`src/hw/ias_pkg.sv`:
```
// Shared constants and types of the incremental converter sequencer
package ias_pkg;

  //////////////////////////////////////////////////////////////////////////
  // Clocking
  localparam int unsigned CLK_HZ = 40_000_000;
  localparam int unsigned OSC_HZ = 4_000_000;
  // Oscillator periods per over-sampling period at rate code 00
  localparam int unsigned FS_DIV_MAX = 64;
  localparam int unsigned EXTRA_PERIODS = 1;
  localparam int unsigned RES_W = 16;

  //////////////////////////////////////////////////////////////////////////
  // Register indexes; byte address is four times the index
  localparam logic [7:0] IDX_RES_LO = 8'h50;
  localparam logic [7:0] IDX_RES_HI = 8'h51;
  localparam logic [7:0] IDX_CFG0 = 8'h52;
  localparam logic [7:0] IDX_CFG1 = 8'h53;
  localparam logic [7:0] IDX_CFG2 = 8'h54;
  localparam logic [7:0] IDX_CFG5 = 8'h57;

  // conversion_config_zero fields
  localparam int CFG0_START = 7;
  localparam int CFG0_NELC_LSB = 5;
  localparam int CFG0_OSR_LSB = 2;
  localparam int CFG0_CONT = 1;
  // conversion_config_one fields
  localparam int CFG1_CBIAS_LSB = 6;
  localparam int CFG1_ABIAS_LSB = 4;
  localparam int CFG1_EN_LSB = 0;
  // Rate select field of the third config register
  localparam int CFG2_FS_LSB = 6;
  // Status and trigger register fields
  localparam int CFG5_BUSY = 7;
  localparam int CFG5_DEF = 6;

  localparam logic [7:0] CFG0_RST = 8'h28;
  localparam logic [7:0] CFG1_RST = 8'hF0;
  localparam logic [7:0] CFG2_RST = 8'h00;

  //////////////////////////////////////////////////////////////////////////
  // Types
  typedef enum logic [1:0] {SEQ_IDLE, SEQ_INTEG, SEQ_FINAL} ias_seq_t;

  typedef struct packed {
    logic read;
    logic write;
    logic [3:0] byteenable;
    logic [9:0] address;
    logic [31:0] writedata;
  } ias_av_req_t;

  function automatic logic [9:0] byte_addr(input logic [7:0] idx);
    return {idx, 2'b00};
  endfunction

endpackage

```
`src/hw/ias_rate_div.sv`:
```
// Over-sampling rate divider: one-cycle tick per over-sampling period
`timescale 1ns/100ps
`default_nettype none

module ias_rate_div #(
  parameter int unsigned OSC_DIV = 10
) (
  input wire logic clk_sys_i,
  input wire logic reset_i,
  input wire logic run_i,
  input wire logic [1:0] rate_sel_i,
  output logic tick_o
);

  typedef struct packed {
    logic [15:0] cnt;
    logic tick;
  } ias_div_state_t;

  ias_div_state_t st_ff;
  ias_div_state_t nxt_st;
  logic [15:0] period;

  if (OSC_DIV * ias_pkg::FS_DIV_MAX > 65535 || OSC_DIV == 0) begin : g_chk
    $error("ias_rate_div: divider does not fit the counter");
  end

  always_comb begin
    period = 16'(OSC_DIV * (ias_pkg::FS_DIV_MAX >> rate_sel_i));
    nxt_st = st_ff;
    nxt_st.tick = 1'b0;
    // Held at zero while idle so the first tick is a full period away
    if (!run_i) begin
      nxt_st.cnt = 16'h0000;
    end else if (st_ff.cnt == period - 16'h0001) begin
      nxt_st.cnt = 16'h0000;
      nxt_st.tick = 1'b1;
    end else begin
      nxt_st.cnt = st_ff.cnt + 16'h0001;
    end
  end

  always_ff @(posedge clk_sys_i) begin
    if (reset_i) begin
      st_ff <= '0;
    end else begin
      st_ff <= nxt_st;
    end
  end

  assign tick_o = st_ff.tick;

endmodule

`default_nettype wire

```
`src/hw/ias_sequencer.sv`:
```
// Incremental converter sequencer with Avalon-MM register slave
`timescale 1ns/100ps
`default_nettype none

////////////////////////////////////////////////////////////////////////////
// Behaviour
// - ratio code selects 8 to 1024 periods
// - count code selects 1,2,4,8 elementary conversions
// - resolution twice log2 ratio plus log2 count
// - duration count times ratio+1, plus one
// - result two's complement, saturated to full scale
// - unused low bits forced to one-then-zeros
// - result split into high and low bytes
// - converter bias code; host limits sample rate
// - amplifier bias code; host limits sample rate
// - stages switched off while idle
// - code scales input by ratio+1 over ratio
// - start or default bit launches a sequence
// - average conversions, alternating offset polarity
// - over-sampling clock from 4 MHz, four rates
module ias_sequencer #(
  parameter int unsigned CLK_HZ = ias_pkg::CLK_HZ,
  parameter int unsigned OSC_HZ = ias_pkg::OSC_HZ
) (
  input wire logic clk_sys_i,
  input wire logic reset_i,
  input wire ias_pkg::ias_av_req_t av_req_i,
  output logic [31:0] av_readdata_o,
  output logic av_waitrequest_o,
  input wire logic mod_bit_i,
  output logic [3:0] stage_enable_o,
  output logic [1:0] converter_bias_o,
  output logic [1:0] amplifier_bias_o,
  output logic offset_polarity_o,
  output logic modulator_strobe_o,
  output logic busy_o
);

  localparam int unsigned OSC_DIV = CLK_HZ / OSC_HZ;

  if (OSC_HZ == 0 || CLK_HZ % OSC_HZ != 0) begin : g_chk
    $error("ias_sequencer: clock is not a multiple of the oscillator");
  end

  typedef struct packed {
    logic [2:0] sync;
    logic bit_q;
    logic wait_q;
    logic [31:0] rdata;
    logic [7:0] cfg0;
    logic [7:0] cfg1;
    logic [7:0] cfg2;
    logic [15:0] result;
    ias_pkg::ias_seq_t seq;
    logic [2:0] oversampling_ratio;
    logic [1:0] nelc;
    logic [2:0] elem;
    logic [10:0] per;
    logic signed [11:0] acc1;
    logic signed [20:0] acc2;
    logic signed [23:0] sum;
    logic pol;
    logic mstrobe;
    logic [3:0] stage_en;
    logic [1:0] cbias;
    logic [1:0] abias;
    logic busy;
  } ias_state_t;

  ias_state_t st_ff;
  ias_state_t nxt_st;
  logic fs_en;

  ////////////////////////////////////////////////////////////////////////////
  // Code decoding

  function automatic logic [10:0] osr_val(input logic [2:0] code);
    return 11'h008 << code;
  endfunction

  function automatic logic [2:0] elem_last(input logic [1:0] code);
    return 3'((4'h1 << code) - 4'h1);
  endfunction

  // Uncapped resolution in bits, 6 to 23
  function automatic logic [4:0] res_raw(input logic [2:0] o,
                                         input logic [1:0] n);
    return 5'(2 * (o + 3)) + 5'(n);
  endfunction

  // Length of the forced low pattern
  function automatic logic [4:0] forced_len(input logic [2:0] o,
                                            input logic [1:0] n);
    logic [4:0] r;
    r = res_raw(o, n);
    if (o == 3'h0 && n == 2'h0) begin
      return 5'h09;
    end
    return (r >= 5'h10) ? 5'h00 : 5'h10 - r;
  endfunction

  // Scale the summed conversions to 16 bits, saturate, force low bits
  function automatic logic [15:0] finish(input logic signed [23:0] s,
                                         input logic [2:0] o,
                                         input logic [1:0] n);
    logic signed [31:0] v;
    logic [4:0] r;
    logic [4:0] len;
    logic [15:0] q;
    logic [15:0] msk;
    v = 32'(s);
    r = res_raw(o, n);
    len = forced_len(o, n);
    if (r <= 5'h10) begin
      v = v <<< (5'h10 - r);
    end else begin
      v = v >>> (r - 5'h10);
    end
    if (v > 32'sh00007FFF) begin
      q = 16'h7FFF;
    end else if (v < -32'sh00008000) begin
      q = 16'h8000;
    end else begin
      q = v[15:0];
    end
    msk = 16'((17'h00001 << len) - 17'h00001);
    if (len != 5'h00) begin
      q = (q & ~msk) | (16'h0001 << (len - 5'h01));
    end
    return q;
  endfunction

  function automatic logic [7:0] rd_mux(input ias_state_t s,
                                        input logic [9:0] a);
    logic [7:0] d;
    d = 8'h00;
    if (a == ias_pkg::byte_addr(ias_pkg::IDX_RES_LO)) begin
      d = s.result[7:0];
    end else if (a == ias_pkg::byte_addr(ias_pkg::IDX_RES_HI)) begin
      d = s.result[15:8];
    end else if (a == ias_pkg::byte_addr(ias_pkg::IDX_CFG0)) begin
      d = s.cfg0;
    end else if (a == ias_pkg::byte_addr(ias_pkg::IDX_CFG1)) begin
      d = s.cfg1;
    end else if (a == ias_pkg::byte_addr(ias_pkg::IDX_CFG2)) begin
      d = s.cfg2;
    end else if (a == ias_pkg::byte_addr(ias_pkg::IDX_CFG5)) begin
      d[ias_pkg::CFG5_BUSY] = (s.seq != ias_pkg::SEQ_IDLE);
    end
    return d;
  endfunction

  ////////////////////////////////////////////////////////////////////////////
  // Over-sampling clock

  ias_rate_div #(
    .OSC_DIV(OSC_DIV)
  ) u_div (
    .clk_sys_i(clk_sys_i),
    .reset_i(reset_i),
    .run_i(st_ff.seq != ias_pkg::SEQ_IDLE),
    .rate_sel_i(st_ff.cfg2[ias_pkg::CFG2_FS_LSB +: 2]),
    .tick_o(fs_en)
  );

  ////////////////////////////////////////////////////////////////////////////
  // Next state

  always_comb begin
    logic start_req;
    logic launch;
    logic wr;
    logic [7:0] wd;
    logic signed [11:0] a1;
    logic signed [20:0] a2;
    logic signed [20:0] es;
    start_req = 1'b0;
    launch = 1'b0;
    wr = 1'b0;
    wd = av_req_i.writedata[7:0];
    a1 = 12'sh000;
    a2 = 21'sh000000;
    es = 21'sh000000;
    nxt_st = st_ff;

    // Modulator bit: accepted once stages two and three agree
    nxt_st.sync = {st_ff.sync[1:0], mod_bit_i};
    if (st_ff.sync[2] == st_ff.sync[1]) begin
      nxt_st.bit_q = st_ff.sync[1];
    end

    // Bus: one wait cycle, then the answer
    if ((av_req_i.read || av_req_i.write) && st_ff.wait_q) begin
      nxt_st.wait_q = 1'b0;
      nxt_st.rdata = {24'h000000, rd_mux(st_ff, av_req_i.address)};
    end else begin
      nxt_st.wait_q = 1'b1;
    end
    wr = av_req_i.write && !st_ff.wait_q && av_req_i.byteenable[0];

    if (wr) begin
      if (av_req_i.address == ias_pkg::byte_addr(ias_pkg::IDX_CFG0)) begin
        nxt_st.cfg0 = {wd[7:1], 1'b0};
        start_req = wd[ias_pkg::CFG0_START];
      end else if (av_req_i.address ==
                   ias_pkg::byte_addr(ias_pkg::IDX_CFG1)) begin
        nxt_st.cfg1 = wd;
      end else if (av_req_i.address ==
                   ias_pkg::byte_addr(ias_pkg::IDX_CFG2)) begin
        nxt_st.cfg2 = wd;
      end else if (av_req_i.address ==
                   ias_pkg::byte_addr(ias_pkg::IDX_CFG5)) begin
        if (wd[ias_pkg::CFG5_DEF]) begin
          nxt_st.cfg0 = ias_pkg::CFG0_RST;
          nxt_st.cfg0[ias_pkg::CFG0_START] = 1'b1;
          nxt_st.cfg1 = ias_pkg::CFG1_RST;
          nxt_st.cfg2 = ias_pkg::CFG2_RST;
          start_req = 1'b1;
        end
      end
    end

    unique case (st_ff.seq)
      ias_pkg::SEQ_IDLE: begin
        launch = start_req;
      end
      ias_pkg::SEQ_INTEG: begin
        if (fs_en) begin
          a1 = st_ff.acc1 + (st_ff.bit_q ? 12'sh001 : -12'sh001);
          a2 = st_ff.acc2 + 21'(a1);
          if (st_ff.per == osr_val(st_ff.oversampling_ratio)) begin
            // Odd conversions see the offset reversed
            es = st_ff.pol ? -a2 : a2;
            nxt_st.sum = st_ff.sum + 24'(es);
            nxt_st.acc1 = 12'sh000;
            nxt_st.acc2 = 21'sh000000;
            nxt_st.per = 11'h000;
            nxt_st.pol = ~st_ff.pol;
            nxt_st.elem = st_ff.elem + 3'h1;
            if (st_ff.elem == elem_last(st_ff.nelc)) begin
              nxt_st.seq = ias_pkg::SEQ_FINAL;
            end
          end else begin
            nxt_st.acc1 = a1;
            nxt_st.acc2 = a2;
            nxt_st.per = st_ff.per + 11'h001;
          end
        end
      end
      ias_pkg::SEQ_FINAL: begin
        if (fs_en) begin
          nxt_st.result = finish(st_ff.sum, st_ff.oversampling_ratio, st_ff.nelc);
          // A start written in this very cycle survives the clear
          if (!start_req) begin
            nxt_st.cfg0[ias_pkg::CFG0_START] = 1'b0;
          end
          // A start landing on the last tick must not be left stranded
          if (nxt_st.cfg0[ias_pkg::CFG0_CONT] || start_req) begin
            launch = 1'b1;
          end else begin
            nxt_st.seq = ias_pkg::SEQ_IDLE;
          end
        end
      end
    endcase

    // Ratio and count are latched so a mid-sequence write cannot skew them; the rate select in cfg2 is read live
    if (launch) begin
      nxt_st.seq = ias_pkg::SEQ_INTEG;
      nxt_st.oversampling_ratio = nxt_st.cfg0[ias_pkg::CFG0_OSR_LSB +: 3];
      nxt_st.nelc = nxt_st.cfg0[ias_pkg::CFG0_NELC_LSB +: 2];
      nxt_st.elem = 3'h0;
      nxt_st.per = 11'h000;
      nxt_st.acc1 = 12'sh000;
      nxt_st.acc2 = 21'sh000000;
      nxt_st.sum = 24'sh000000;
      nxt_st.pol = 1'b0;
    end

    // Analog controls; stages are dark whenever no sequence runs
    nxt_st.mstrobe = fs_en && (st_ff.seq != ias_pkg::SEQ_IDLE);
    nxt_st.busy = (nxt_st.seq != ias_pkg::SEQ_IDLE);
    if (nxt_st.seq != ias_pkg::SEQ_IDLE) begin
      nxt_st.stage_en = nxt_st.cfg1[ias_pkg::CFG1_EN_LSB +: 4];
    end else begin
      nxt_st.stage_en = 4'h0;
    end
    nxt_st.cbias = nxt_st.cfg1[ias_pkg::CFG1_CBIAS_LSB +: 2];
    nxt_st.abias = nxt_st.cfg1[ias_pkg::CFG1_ABIAS_LSB +: 2];
  end

  always_ff @(posedge clk_sys_i) begin
    if (reset_i) begin
      st_ff <= '0;
      st_ff.wait_q <= 1'b1;
      st_ff.cfg0 <= ias_pkg::CFG0_RST;
      st_ff.cfg1 <= ias_pkg::CFG1_RST;
      st_ff.cfg2 <= ias_pkg::CFG2_RST;
      st_ff.cbias <= ias_pkg::CFG1_RST[ias_pkg::CFG1_CBIAS_LSB +: 2];
      st_ff.abias <= ias_pkg::CFG1_RST[ias_pkg::CFG1_ABIAS_LSB +: 2];
      st_ff.seq <= ias_pkg::SEQ_IDLE;
    end else begin
      st_ff <= nxt_st;
    end
  end

  assign av_readdata_o = st_ff.rdata;
  assign av_waitrequest_o = st_ff.wait_q;
  assign stage_enable_o = st_ff.stage_en;
  assign converter_bias_o = st_ff.cbias;
  assign amplifier_bias_o = st_ff.abias;
  assign offset_polarity_o = st_ff.pol;
  assign modulator_strobe_o = st_ff.mstrobe;
  assign busy_o = st_ff.busy;

  ////////////////////////////////////////////////////////////////////////////
  // Checks

  logic [13:0] len_ff;
  logic [13:0] exp_len;
  logic fin_tick;
  assign fin_tick = fs_en && st_ff.seq == ias_pkg::SEQ_FINAL;
  assign exp_len = 14'((15'h1 << st_ff.nelc) * (osr_val(st_ff.oversampling_ratio) + 1)
                       + ias_pkg::EXTRA_PERIODS);

  always_ff @(posedge clk_sys_i) begin
    if (reset_i || st_ff.seq == ias_pkg::SEQ_IDLE || fin_tick) begin
      len_ff <= 14'h0000;
    end else if (fs_en) begin
      len_ff <= len_ff + 14'h0001;
    end
  end
endmodule

`default_nettype wire

```
`config.mk`:
```
export PLATFORM = sky130hd
export DESIGN_NAME = ias_sequencer
export DESIGN_NICKNAME = d
export VERILOG_FILES = /design/src/hw/ias_pkg.sv /design/src/hw/ias_rate_div.sv /design/src/hw/ias_sequencer.sv
export SDC_FILE = /design/constraint.sdc
export NUM_CORES = 1
export LEC_CHECK = 0
export ABC_AREA = 0
export BUFFER_PORTS_ARGS = -buffer_cell sky130_fd_sc_hd__buf_2
export CORE_UTILIZATION = 57
export DETAILED_ROUTE_END_ITERATION = 10
export PLACE_DENSITY = 0.77
export RECOVER_POWER = 25
export SETUP_SLACK_MARGIN = 0.15
export SLEW_MARGIN = 20
export SYNTH_ARGS = -nofsm -noshare
export SYNTH_HDL_FRONTEND = slang
export SYNTH_SLANG_ARGS = --single-unit
```
`constraint.sdc`:
```
create_clock -name clk_sys_i -period 13.1 [get_ports clk_sys_i]
set_input_delay 1.965 -clock clk_sys_i [delete_from_list [all_inputs] [get_ports clk_sys_i]]
set_output_delay 1.965 -clock clk_sys_i [all_outputs]
set_load 0.1 [all_outputs]
```
; ---- Word level (Yosys, flattened, before mapping)
; Index checks and enable logic that the tools add are counted.
[totals]
reg_bits = 159
inputBits = 51
output_inout_bits = 44
wordCells = 162
[op_classes]
add_sub_neg = 15
n_mul = 1
n_lt_le_gt_ge = 4
eq_ne = 14
n_shift = 7
mux = 61
n_bitwise = 8
reduce_logical = 27
[ops]
columns = operator, n
row1 = $mux W72, 2
row2 = $mux W16, 7
row3 = $mux W32, 3
row4 = $mux W79, 1
row5 = $mux W24, 3
row6 = $mux W8, 9
row7 = $eq A10 B9 Y1 const B, 6
row8 = $mux W44, 1
row9 = $gt A32 B16 Y1 const B, 1
row10 = $lt A32 B16 Y1 const B, 1
row11 = $mul A3 B32 Y15 const A, 1
row12 = $shl A1 B5 Y16 const A, 2
row13 = $shr A7 B2 Y32 const A, 1
row14 = $sshl A24 B5 Y32, 1
row15 = $sshr A24 B5 Y32, 1
row16 = $sub A16 B1 Y16 const B, 2
row17 = $mux W25, 1
row18 = $mux W5, 5
row19 = $add A24 B21 Y24, 1
row20 = $add A21 B12 Y21, 1
row21 = $mux W21, 1
row22 = $neg A21 Y21, 1
row23 = $mux W1, 18
row24 = $add A16 B1 Y16 const B, 1
row25 = other kinds (43), 66

; ---- Depth between registers and ports, before layout
; Gate-level depths: netlist of the first run.
[depth]
ltp_word = 15
depth_mapped = 34

; ---- By module
; A second synthesis of the first run with hierarchy kept.
[hier_totals]
hier_cells = 1709
hier_area_um2 = 13447.9
[modules_own_cells]
columns = module, instances, cells_each, area_each_um2, seq_area_each_um2
row1 = ias_sequencer, 1, 1613, 12573.3, 2742.6
row2 = ias_rate_div, 1, 96, 874.6, 340.3

; ---- Worst setup path after synthesis of the first run
; OpenSTA, ideal clock, no wires.
[synth_timing]
path_kind = flip-flop to flip-flop
start = register st_ff[162] (netlist name)
end = register st_ff[34] (netlist name)
setup_time_ns = 0.059
arrival_time_ns = 6.911
t_required_ns = 13.041
slack_ns = 6.130
path_stages_with_launch = 28
period_less_slack_ns = 6.970
path_cell_list = dfxtp_1 -> inv_1 -> ha_1 -> a21o_1 -> and3_1 -> o31a_1 -> a41oi_1 -> a211o_1 -> xnor2_1 -> ha_1 -> a21oi_1 -> inv_1 -> a2111oi_1 -> a211oi_1 -> o31a_1 -> o31a_1 -> or3_1 -> o41a_1 -> xor2_1 -> ha_1 -> a21o_1 -> a211oi_1 -> o311ai_0 -> a21oi_1 -> nand3_1 -> mux2_2 -> a211o_1 -> nand2_1
[synth_via]
elab_chain_len = 6
[synth_rtl]
columns = item, line
row1 = start: declaration, ias_sequencer.sv:70  ; ias_state_t st_ff;
row2 = start signal: assignment, ias_sequencer.sv:303  ; st_ff <= nxt_st;
row3 = $mux W12 (*), ias_sequencer.sv:229  ; a1 = st_ff.acc1 + (st_ff.bit_q ? 12'sh001 : -12'sh001);
row4 = $add A12 B12 Y12 (*), ias_sequencer.sv:229
row5 = $add A21 B12 Y21 (*), ias_sequencer.sv:230  ; a2 = st_ff.acc2 + 21'(a1);
row6 = $neg A21 Y21, ias_sequencer.sv:233  ; es = st_ff.pol ? -a2 : a2;
row7 = $mux W21 (*), ias_sequencer.sv:233
row8 = $add A24 B21 Y24 (*), ias_sequencer.sv:234  ; nxt_st.sum = st_ff.sum + 24'(es);
; Every way passes the cells marked *; elsewhere a longest branch is shown, timed or not.
; A chain may end at the register's enable or synchronous reset.

; ---- Worst setup path in the final report of the first run
; Same ends and word-level chain as after synthesis.

==> results.toml, run 1 <==
[outcome]
status = "finished, violations left"
violations = "max-capacitance violations, max-slew violations"

[clocking]
worstSkewPairLatency_ns = 0.43
post_cts_buffers = 0
cts_tree = "done"
cts_max_level = 4
root_buffer = "clkbuf_16"
cts_buffer_depth = 2
cts_buffers = 17
clkTransAtPathRegs_ns = 0.07
postCtsHoldBufs = 0
post_cts_resized = 0
cts.sinks = 154

[drt]
drc = 0
dr.pass1.iters = 6
drt_wl_total_mm = 34.6
num_vias = 12400
routedWlPerCell_um = 17.4
drt_iter0_drc = 1031
viasPerCell = 6.24
antenna_left = 0

[timing]
fmax_mhz = 121
finalMaxSlewViolations = 60
rsz0062_at_grt = "false"
fin_worst_skew_ns = 0.0116
min_period_ns = 8.25
slew_headroom_pct = -65.1
fin_crit_sh_pct = 63.0
tightest_slew_ns = 2.48
hold-worst-slack_ns = 0.440
setup_viol = 0
tns_ns = 0
hold_viol_final = 0

[power_and_ir_drop]
pwr-share-clk_pct = 48.1
p_leak_nw = 5.59
pwr-share-comb_pct = 6.8
p_int_w = 0.000756
ir_drop_v = 0.0000698
powerDensity_nw_per_um2 = 74.7
swShare_pct = 27.7
power.switching_w = 0.000289
p_seq_share_pct = 45.1

[final_layout]
regArea_um2 = 3080
layout_commonest_cell = "nor2_1"
num_antenna_cells = 0
drive_above_1_share_pct = 9.00
multi_input_area_um2 = 9440
area_growth_syn_to_layout_pct = 5.19
nNetsFinal = 1799
layout_common_cells = "213 x nor2_1, 156 x nand2_1, 153 x dfxtp_1"
fillers = 2038
post-route-util_pct = 61.4

[die]
start_util_pct = 58.4
io_pins = 95
fp.dieH_um = 155
rows = 55
die_area_um2 = 23900
core_area_um2 = 22800
fp.dieW_um = 155

[setup_path]
worst-path-buf-inv = 1
required_ns = 13.47
slowest_stage = "a2111oi_1"
setup.worst_path.end_class = "register"
start_kind = "register"
arrival_ns = 8.63
crit_top_cell = "o21ai_0"
path_max_fanout = 10
crit_path_max_incr_delay_ns = 0.48
crit_family = "compound AO/OA/AOI/OAI gates"
path_class = "reg2reg"

[placed_design]
hpwl_mm = 25.1
place_congestion = 0.965
io_buffer_count = 43

[grt]
grt_pass1_vias = 11500
grt_pass1_wl_mm = 56.4
grt_max_degree = 63
gr-total-overflow = 0
antenna_found_initial = 0
grt_use_total_pct = 28.9

[yosys]
synth_top_area_cell = "dfxtp_1"
yosysUniqueCellTypes = 82
synth_seq_cells = 154
async_flop_share_pct = 0
yosys.area.top_type_share_pct = 23.2
yosys-top-cells-area = "dfxtp_1 23%, ha_1 7.6%, nor2_1 6.0%"
avgSynthCellArea_um2 = 7.84
synth_edf_count = 0
yosysSeqAreaShare_pct = 23.2
ys_warn_count = 0
netlist_area_um2 = 13300
synthFlopType = "dfxtp_1"
syn-instance-count = 1697

[job]
maxCapViolCount = 1

[worst_hold_path]
holdCritPathClass = "reg2reg"
power by group through the flow:
stage          Sequential [W]  Clock [W]  Combinational [W]
3_5_place_dp         0.000482          0          0.0000716
5_1_grt              0.000472   0.000530          0.0000750
3_3_place_gp         0.000482          0          0.0000714
4_1_cts              0.000471   0.000510          0.0000720
6_report             0.000471   0.000502          0.0000715
2_1_floorplan        0.000484          0          0.0000674
worst paths after layout:
| kind | depth (start not counted) | endpoint | start | slack, ns |
|---|---|---|---|---|
| max | 30 | st_ff[34]$_SDFFE_PP0P_ | st_ff[162]$_SDFFE_PP0N_ | 4.85 |
| min | 1 | u_div.st_ff[1]$_SDFF_PP0_ | u_div.st_ff[1]$_SDFF_PP0_ | 0.44 |
| max reg2reg | 30 | st_ff[34]$_SDFFE_PP0P_ | st_ff[162]$_SDFFE_PP0N_ | 4.85 |
| min reg2reg | 1 | u_div.st_ff[1]$_SDFF_PP0_ | u_div.st_ff[1]$_SDFF_PP0_ | 0.44 |
worst reg2reg max path: cells and delay by family (launching register included):
family,cells,cell delay [ns]
flip-flops,1,0.47
AO/OA/AOI/OAI,18,4.63
multiplexers,1,0.30
AND/OR/NAND/NOR,6,1.11
adder cells (fa/ha/maj),3,1.08
XOR/XNOR,1,0.33
buffers and inverters,1,0.26
registers in the layout, summed over array words and instances, names as in the netlist:
name                count
u_div.st_ff            16
nxt_st                  2
modulator_strobe_o      1
u_div.tick_o            1
stage_enable_o          4
st_ff                 119
offset_polarity_o       1
av_readdata_o           8
av_waitrequest_o        1
busy_o                  1
routing by layer:
layer	global-route usage (%)	wire length, µm	vias to the layer above
li1	-	-	6054
met1	37.3	15400	5813
met2	49.3	16100	496
met3	4.20	2240	64
met4	10.1	815	0
met5	0	0	-
Yosys cell counts, types with 12 or more instances:
cell type	number
xnor2_1	60
nand2_1	156
mux2_2	33
buf_4	45
xor2_1	41
dfxtp_1	154
o21ai_0	78
a21oi_1	123
and2_1	14
a22oi_1	37
or3_1	12
clkbuf_1	68
mux4_2	24
a211oi_1	20
nand3_1	74
nor2b_1	17
ha_1	81
and3_1	21
a31oi_1	17
mux2i_1	62
a21o_1	23
inv_1	43
nor2_1	213
nor3_1	39
o211ai_1	14
cell families (layout without fill, tap and decap cells):
family / count (synthesis) / in the layout / share of synthesized area [%]
buffers and inverters: 181 / 138 / 6.57
other: 1 / 24 / 0.0282
flip-flops: 154 / 154 / 23.2
multiplexers: 121 / 121 / 11.7
adder cells (fa/ha/maj): 84 / 84 / 8.07
AO/OA/AOI/OAI: 441 / 441 / 21.8
XOR/XNOR: 106 / 106 / 7.52
AND/OR/NAND/NOR: 609 / 609 / 21.1
through the flow:
stage          total power, W  instances  cell area (µm²)  setup slack (ns)
2_1_floorplan        0.000551       1720            13400              6.13
3_5_place_dp         0.000554       1958            13400              5.07
4_1_cts               0.00105       1990            14000              4.95
6_report              0.00105       1990            14000              4.85
5_1_grt               0.00108       1990            14000              4.32
3_3_place_gp         0.000553       1958            13400              5.23
final cells by class:
class	instances	area share, %
inverter	48	1.29
clock inverter	13	1.08
tap	313	2.80
sequential	154	22.0
clock buffer	19	3.17
multi-input combinational	1385	67.5
timing repair buffer	58	2.15
No activity file was read; power rests on OpenSTA's default activity.
==> inputs of run 2 (changes only) <==
--- a/config.mk
+++ b/config.mk
@@ -7,9 +7,9 @@
 export LEC_CHECK = 0
 export ABC_AREA = 0
 export BUFFER_PORTS_ARGS = -buffer_cell sky130_fd_sc_hd__buf_2
-export CORE_UTILIZATION = 57
+export CORE_UTILIZATION = 56
 export DETAILED_ROUTE_END_ITERATION = 10
-export PLACE_DENSITY = 0.77
+export PLACE_DENSITY = 0.79
 export RECOVER_POWER = 25
 export SETUP_SLACK_MARGIN = 0.15
 export SLEW_MARGIN = 20
==> constraint.sdc (replaced) <==
create_clock -name clk_sys_i -period 7.54 [get_ports clk_sys_i]
set_input_delay 1.131 -clock clk_sys_i [delete_from_list [all_inputs] [get_ports clk_sys_i]]
set_output_delay 1.131 -clock clk_sys_i [all_outputs]
set_load 0.1 [all_outputs]
==> run 2 against run 1 <==
The run still ends with max-capacitance violations, max-slew violations left. Non-clock buffer count is 9 higher. Worst setup slack worse by 4.3 ns. Register-to-register slack worse by 4.3 ns. Combinational power is 75% higher. Sequential cell count stayed put. Maximum frequency is 18% higher. Wire length is 3.9% higher. Critical path depth is 2 lower. Worst hold slack better by 0.00089 ns.
==> results.toml, run 2 (synthesis results as in run 1) <==
[setup_path]
worst-path-buf-inv = 3
start_kind = "register"
crit_path_max_incr_delay_ns = 0.72
slowest_stage = "or4b_2"
setup.worst_path.end_class = "register"
crit_family = "simple AND/OR/NAND/NOR gates"
path_class = "reg2reg"
ff2ff_path_depth = 28
required_ns = 7.85
arrival_ns = 7.31
reg2reg_to = "st_ff[33]$_SDFFE_PP0P_"
reg2reg_from = "st_ff[162]$_SDFFE_PP0N_"
path_max_fanout = 9
r2r_setup_slack_ns = 0.53

[final_layout]
largest-register = "st_ff"
layout_commonest_cell = "nor2_1"
fillers = 2126
largest_register_ffs = 119
regArea_um2 = 3090
post-route-util_pct = 60.5
layout_common_cells = "213 x nor2_1, 156 x nand2_1, 152 x dfxtp_1"
nNetsFinal = 1808
multi_input_area_um2 = 9480
area_growth_syn_to_layout_pct = 6.38
num_antenna_cells = 0
drive_above_1_share_pct = 9.96

[timing]
tightest_slew_ns = 2.60
fmax_mhz = 143
min_period_ns = 7.01
slew_headroom_pct = -73.4
hold_viol_final = 0
rsz0062_at_grt = "false"
finalMaxSlewViolations = 60
setup_viol = 0
fin_crit_sh_pct = 92.9
fin_worst_skew_ns = 0.0249
tns_ns = 0
hold-worst-slack_ns = 0.441

[worst_hold_path]
min_from = "u_div.st_ff[1]$_SDFF_PP0_"
holdCritPathClass = "reg2reg"
hold_end = "u_div.st_ff[1]$_SDFF_PP0_"
min_path_cells = 1

[drt]
antenna_left = 0
routedWlPerCell_um = 17.9
dr.pass1.iters = 5
drt_iter0_drc = 1201
num_vias = 12600
drc = 0
viasPerCell = 6.29
drt_wl_total_mm = 35.9

[die]
io_pins = 95
rows = 56
die_area_um2 = 24400
start_util_pct = 56.8
fp.dieH_um = 156
core_area_um2 = 23400
fp.dieW_um = 156

[job]
maxCapViolCount = 1

[grt]
grt_use_total_pct = 29.5
grt_max_degree = 63
grt_pass1_wl_mm = 58.1
antenna_found_initial = 0
gr-total-overflow = 0
grt_pass1_vias = 11600

[clocking]
cts_buffer_depth = 2
postCtsHoldBufs = 0
cts_max_level = 4
clkTransAtPathRegs_ns = 0.08
cts_tree = "done"
cts_buffers = 17
cts.sinks = 154
worstSkewPairLatency_ns = 0.45
root_buffer = "clkbuf_16"

[outcome]
violations = "max-capacitance violations, max-slew violations"
status = "finished, violations left"

[power_and_ir_drop]
power.switching_w = 0.000557
ir_drop_v = 0.000150
powerDensity_nw_per_um2 = 131
swShare_pct = 30.1
p_leak_nw = 5.66
pwr-share-clk_pct = 49.0
p_seq_share_pct = 44.3
pwr-share-comb_pct = 6.8
p_int_w = 0.00129

[placed_design]
io_buffer_count = 43
hpwl_mm = 25.7
place_congestion = 0.946
==> run 2: cell count changes in the layout (fill, tap and decap cells not counted), moves of 3 or more <==
cell	before	now
o21ai_1	4	7
inv_6	6	3
o21ai_0	78	74
clkinv_8	2	8
buf_4	14	23
a21boi_0	7	3
==> run 2: area by class of cell <==
type,instances,share of cell area [%]
inverters,48,1.27
clock buffers,17,3.01
repair buffers,67,2.60
well taps,319,2.82
clock inverters,15,1.49
multi-input cells,1385,67.0
flip-flops and latches,154,21.8
==> run 2: power by group through the flow <==
stage	clock, W	sequential [W]	combinational (W)
finish	0.000906	0.000819	0.000125
global route	0.000950	0.000819	0.000131
CTS	0.000918	0.000818	0.000126
detailed placement	0	0.000838	0.000125
global placement	0	0.000837	0.000125
floorplan	0	0.000840	0.000117
==> run 2: worst reg2reg max path, delay by kind of cell, from the launching register on <==
kind / cells / cell delay (ns)
buffers and inverters: 3 / 0.41
AO/OA/AOI/OAI: 11 / 2.11
AND/OR/NAND/NOR: 7 / 2.18
adder cells (fa/ha/maj): 3 / 1.09
flip-flops: 1 / 0.38
XOR/XNOR: 4 / 0.72
==> run 2: through the flow <==
step	total power [W]	instances	cell area, µm²	setup WS [ns]
2_1_floorplan	0.000957	1720	13400	0.570
3_3_place_gp	0.000962	1973	13500	0.215
3_5_place_dp	0.000963	1973	13500	-0.0125
4_1_cts	0.00186	2005	14100	0.170
5_1_grt	0.00190	2005	14100	0.155
6_report	0.00185	2005	14100	0.535
==> run 2: worst max-delay path by stage <==
stage,start,to,slack (ns),cells past startpoint
6_report,st_ff[162]$_SDFFE_PP0N_,st_ff[33]$_SDFFE_PP0P_,0.53,28
5_1_grt,st_ff[162]$_SDFFE_PP0N_,st_ff[34]$_SDFFE_PP0P_,0.15,30
4_1_cts,st_ff[162]$_SDFFE_PP0N_,st_ff[34]$_SDFFE_PP0P_,0.17,30
3_5_place_dp,st_ff[162]$_SDFFE_PP0N_,st_ff[34]$_SDFFE_PP0P_,-0.01,30
3_3_place_gp,st_ff[162]$_SDFFE_PP0N_,st_ff[34]$_SDFFE_PP0P_,0.22,30
2_1_floorplan,st_ff[162]$_SDFFE_PP0N_,st_ff[34]$_SDFFE_PP0P_,0.57,27
==> run 2: what timing repair did <==
| action | in CTS | in global routing |
|---|---|---|
| resized for setup | 4 | 13 |
| setup endpoints to repair | 1 | 3 |
| buffers inserted | 0 | 0 |
| pin swaps | 0 | 2 |
| gates cloned | 0 | 0 |
==> run 2: routing by layer <==
layer | up-vias | track usage, % | part of all wire [%]
li1 | 6061 | - | -
met1 | 5942 | 37.8 | 43
met2 | 530 | 49.5 | 47
met3 | 84 | 4.50 | 6.6
met4 | 0 | 11.6 | 3.0
met5 | - | 0 | 0
==> inputs of run 3 (changes only) <==
--- a/config.mk
+++ b/config.mk
@@ -5,11 +5,11 @@
 export SDC_FILE = /design/constraint.sdc
 export NUM_CORES = 1
 export LEC_CHECK = 0
-export ABC_AREA = 0
+export ABC_AREA = 1
 export BUFFER_PORTS_ARGS = -buffer_cell sky130_fd_sc_hd__buf_2
-export CORE_UTILIZATION = 56
+export CORE_UTILIZATION = 57
 export DETAILED_ROUTE_END_ITERATION = 10
-export PLACE_DENSITY = 0.79
+export PLACE_DENSITY = 0.8
 export RECOVER_POWER = 25
 export SETUP_SLACK_MARGIN = 0.15
 export SLEW_MARGIN = 20
==> run 3 against run 2 <==
The run now ends clean. Global-route usage grew 0.72 points. Sequential power is essentially flat. Critical path depth grew 14. Via count grew 17%. Worst setup slack gained 0.61 ns. Worst hold slack lost 0.036 ns. Core utilization grew 0.14 points. Clock power grew 0.7%. Wire length grew 7.5%. Count of clock-buffer cells in the layout is the same. Critical endpoint is now st_ff[34]$_SDFFE_PP0P_. Highest routed layer unchanged.
==> results.toml, run 3 <==
[outcome]
status = "complete, no violations"

[job]
maxCapViolCount = 0

[setup_path]
crit_path_max_incr_delay_ns = 0.45
path_class = "reg2reg"
slowest_stage = "dfxtp_1"
crit_top_cell = "nand2_1"
ff2ff_path_depth = 42
path_max_fanout = 10
arrival_ns = 6.77
reg2reg_to = "st_ff[34]$_SDFFE_PP0P_"
r2r_setup_slack_ns = 1.14
start_kind = "register"
critPathLaunch = "st_ff[162]$_SDFFE_PP0N_"
required_ns = 7.91
reg2reg_from = "st_ff[162]$_SDFFE_PP0N_"
setup.worst_path.end_class = "register"

[power_and_ir_drop]
ir_drop_v = 0.000144
powerDensity_nw_per_um2 = 126
p_total_w = 0.00185
p_leak_nw = 6.99

[drt]
dr.pass1.iters = 5
drc = 0
routedWlPerCell_um = 14.7
num_vias = 14700
viasPerCell = 5.62
antenna_left = 0
drt_iter0_drc = 1341
drt_wl_total_mm = 38.6

[yosys]
syn-instance-count = 2314
async_flop_share_pct = 0
synth_top_area_cell = "dfxtp_1"
synth_edf_count = 0
synthFlopType = "dfxtp_1"
avgSynthCellArea_um2 = 6.06
synth_seq_cells = 154
yosys.area.top_type_share_pct = 22.0
netlist_area_um2 = 14000
ys_top_cells_by_count = "631 x nand2_1, 273 x nor2_1, 243 x inv_1, 193 x nand3_1, 154 x dfxtp_1"
yosysSeqAreaShare_pct = 22.0
yosysMostFrequentCell = "nand2_1"
yosys-top-cells-area = "dfxtp_1 22%, nand2_1 17%, nor2_1 7.3%"
ys_warn_count = 0
yosysUniqueCellTypes = 63

[grt]
antenna_found_initial = 0
grt_pass1_vias = 13400
grt_use_total_pct = 30.2
grt_max_degree = 40
gr-total-overflow = 0
grt_pass1_wl_mm = 63.7

[placed_design]
dp_slack_ns = 1.20
hpwl_mm = 29.5
dp_cells = 2592
io_buffer_count = 43
place_congestion = 0.996

[clocking]
worstSkewPairLatency_ns = 0.44
postCtsHoldBufs = 0
cts_buffers = 17
root_buffer = "clkbuf_16"
post_cts_resized = 0
cts_buffer_depth = 2
cts_max_level = 4
cts_tree = "done"
cts.sinks = 154
clkTransAtPathRegs_ns = 0.08
post_cts_buffers = 0

[timing]
fin_crit_sh_pct = 84.9
slew_headroom_pct = 6.92
finalMaxSlewViolations = 0
fin_worst_skew_ns = 0.0198
setup_viol = 0
setup_slack_ns = 1.14
tightest_slew_ns = 1.40
tns_ns = 0
min_period_ns = 6.40
fmax_mhz = 156
hold_viol_final = 0
rsz0062_at_grt = "false"

[final_layout]
fillers = 2374
regArea_um2 = 3080
multi_input_area_um2 = 9350
drive_above_1_share_pct = 5.87
largest-register = "st_ff"
largest_register_ffs = 119
layout_commonest_cell = "nand2_1"
layout_common_cells = "631 x nand2_1, 272 x nor2_1, 243 x inv_1"
post-route-util_pct = 60.6
num_antenna_cells = 0
nNetsFinal = 2422
instances_no_fill = 2624
area_growth_syn_to_layout_pct = 4.75

[die]
io_pins = 95
start_util_pct = 57.8
die_area_um2 = 25200
fp.dieW_um = 159
rows = 57
fp.dieH_um = 159
core_area_um2 = 24200

[worst_hold_path]
min_from = "nxt_st[164]$_SDFF_PP0_"
holdCritPathClass = "reg2reg"
min_path_cells = 2
hold_end = "nxt_st[165]$_SDFF_PP0_"
==> run 3: cell families (layout without fill, tap and decap cells) <==
logic type | after synthesis | count (layout) | synth area share, %
simple gates | 1223 | 1223 | 37.1
compound gates | 402 | 402 | 16.3
buf+inv | 377 | 340 | 12.1
flops | 154 | 154 | 22.0
fa+ha+maj | 84 | 84 | 7.65
xor+xnor | 68 | 68 | 4.54
mux | 5 | 5 | 0.357
other cells | 1 | 24 | 0.0267
==> run 3: metrics by stage <==
stage | area, µm² | hold WS, ns
after floorplan | 14100 | 0.388
after global placement | 14100 | 0.390
after detailed placement | 14100 | 0.398
after CTS | 14700 | 0.408
after global routing | 14700 | 0.409
final | 14700 | 0.405
==> run 3: routing by layer <==
layer | track usage (%) | wire (µm) | up-vias
met4 | 8.96 | 853 | 0
met2 | 50.8 | 18100 | 499
li1 | - | - | 7445
met3 | 4.49 | 2510 | 82
met5 | 0 | 0 | -
met1 | 39.8 | 17200 | 6717
==> run 3: cell type report <==
cell class | count | area share, %
repair buffers | 52 | 1.75
clock inverters | 15 | 1.42
well taps | 324 | 2.76
multi-input cells | 1806 | 63.6
inverters | 256 | 6.57
flip-flops and latches | 154 | 21.0
clock buffers | 17 | 2.90
==> run 3: power breakdown <==
group          switching [W]  internal, W  total [W]
combinational       0.000105    0.0000136   0.000118
sequential        0.00000188     0.000816   0.000818
clock               0.000452     0.000460   0.000912
==> run 3: worst max-delay path, delay by kind of cell, from the launching register on <==
kind	cells	cell delay, ns
adder cells (fa/ha/maj)	3	1.12
AO/OA/AOI/OAI	8	1.40
flip-flops	1	0.45
XOR/XNOR	1	0.27
AND/OR/NAND/NOR	23	2.49
buffers and inverters	7	0.60
==> run 3: how the worst max path moves through the flow <==
stage,to,slack (ns),depth (start not counted)
after floorplan,st_ff[34]$_SDFFE_PP0P_,2.13,42
after global placement,st_ff[34]$_SDFFE_PP0P_,1.32,42
after detailed placement,st_ff[34]$_SDFFE_PP0P_,1.20,42
after CTS,st_ff[34]$_SDFFE_PP0P_,1.16,42
after global routing,st_ff[34]$_SDFFE_PP0P_,0.42,42
final,st_ff[34]$_SDFFE_PP0P_,1.14,42
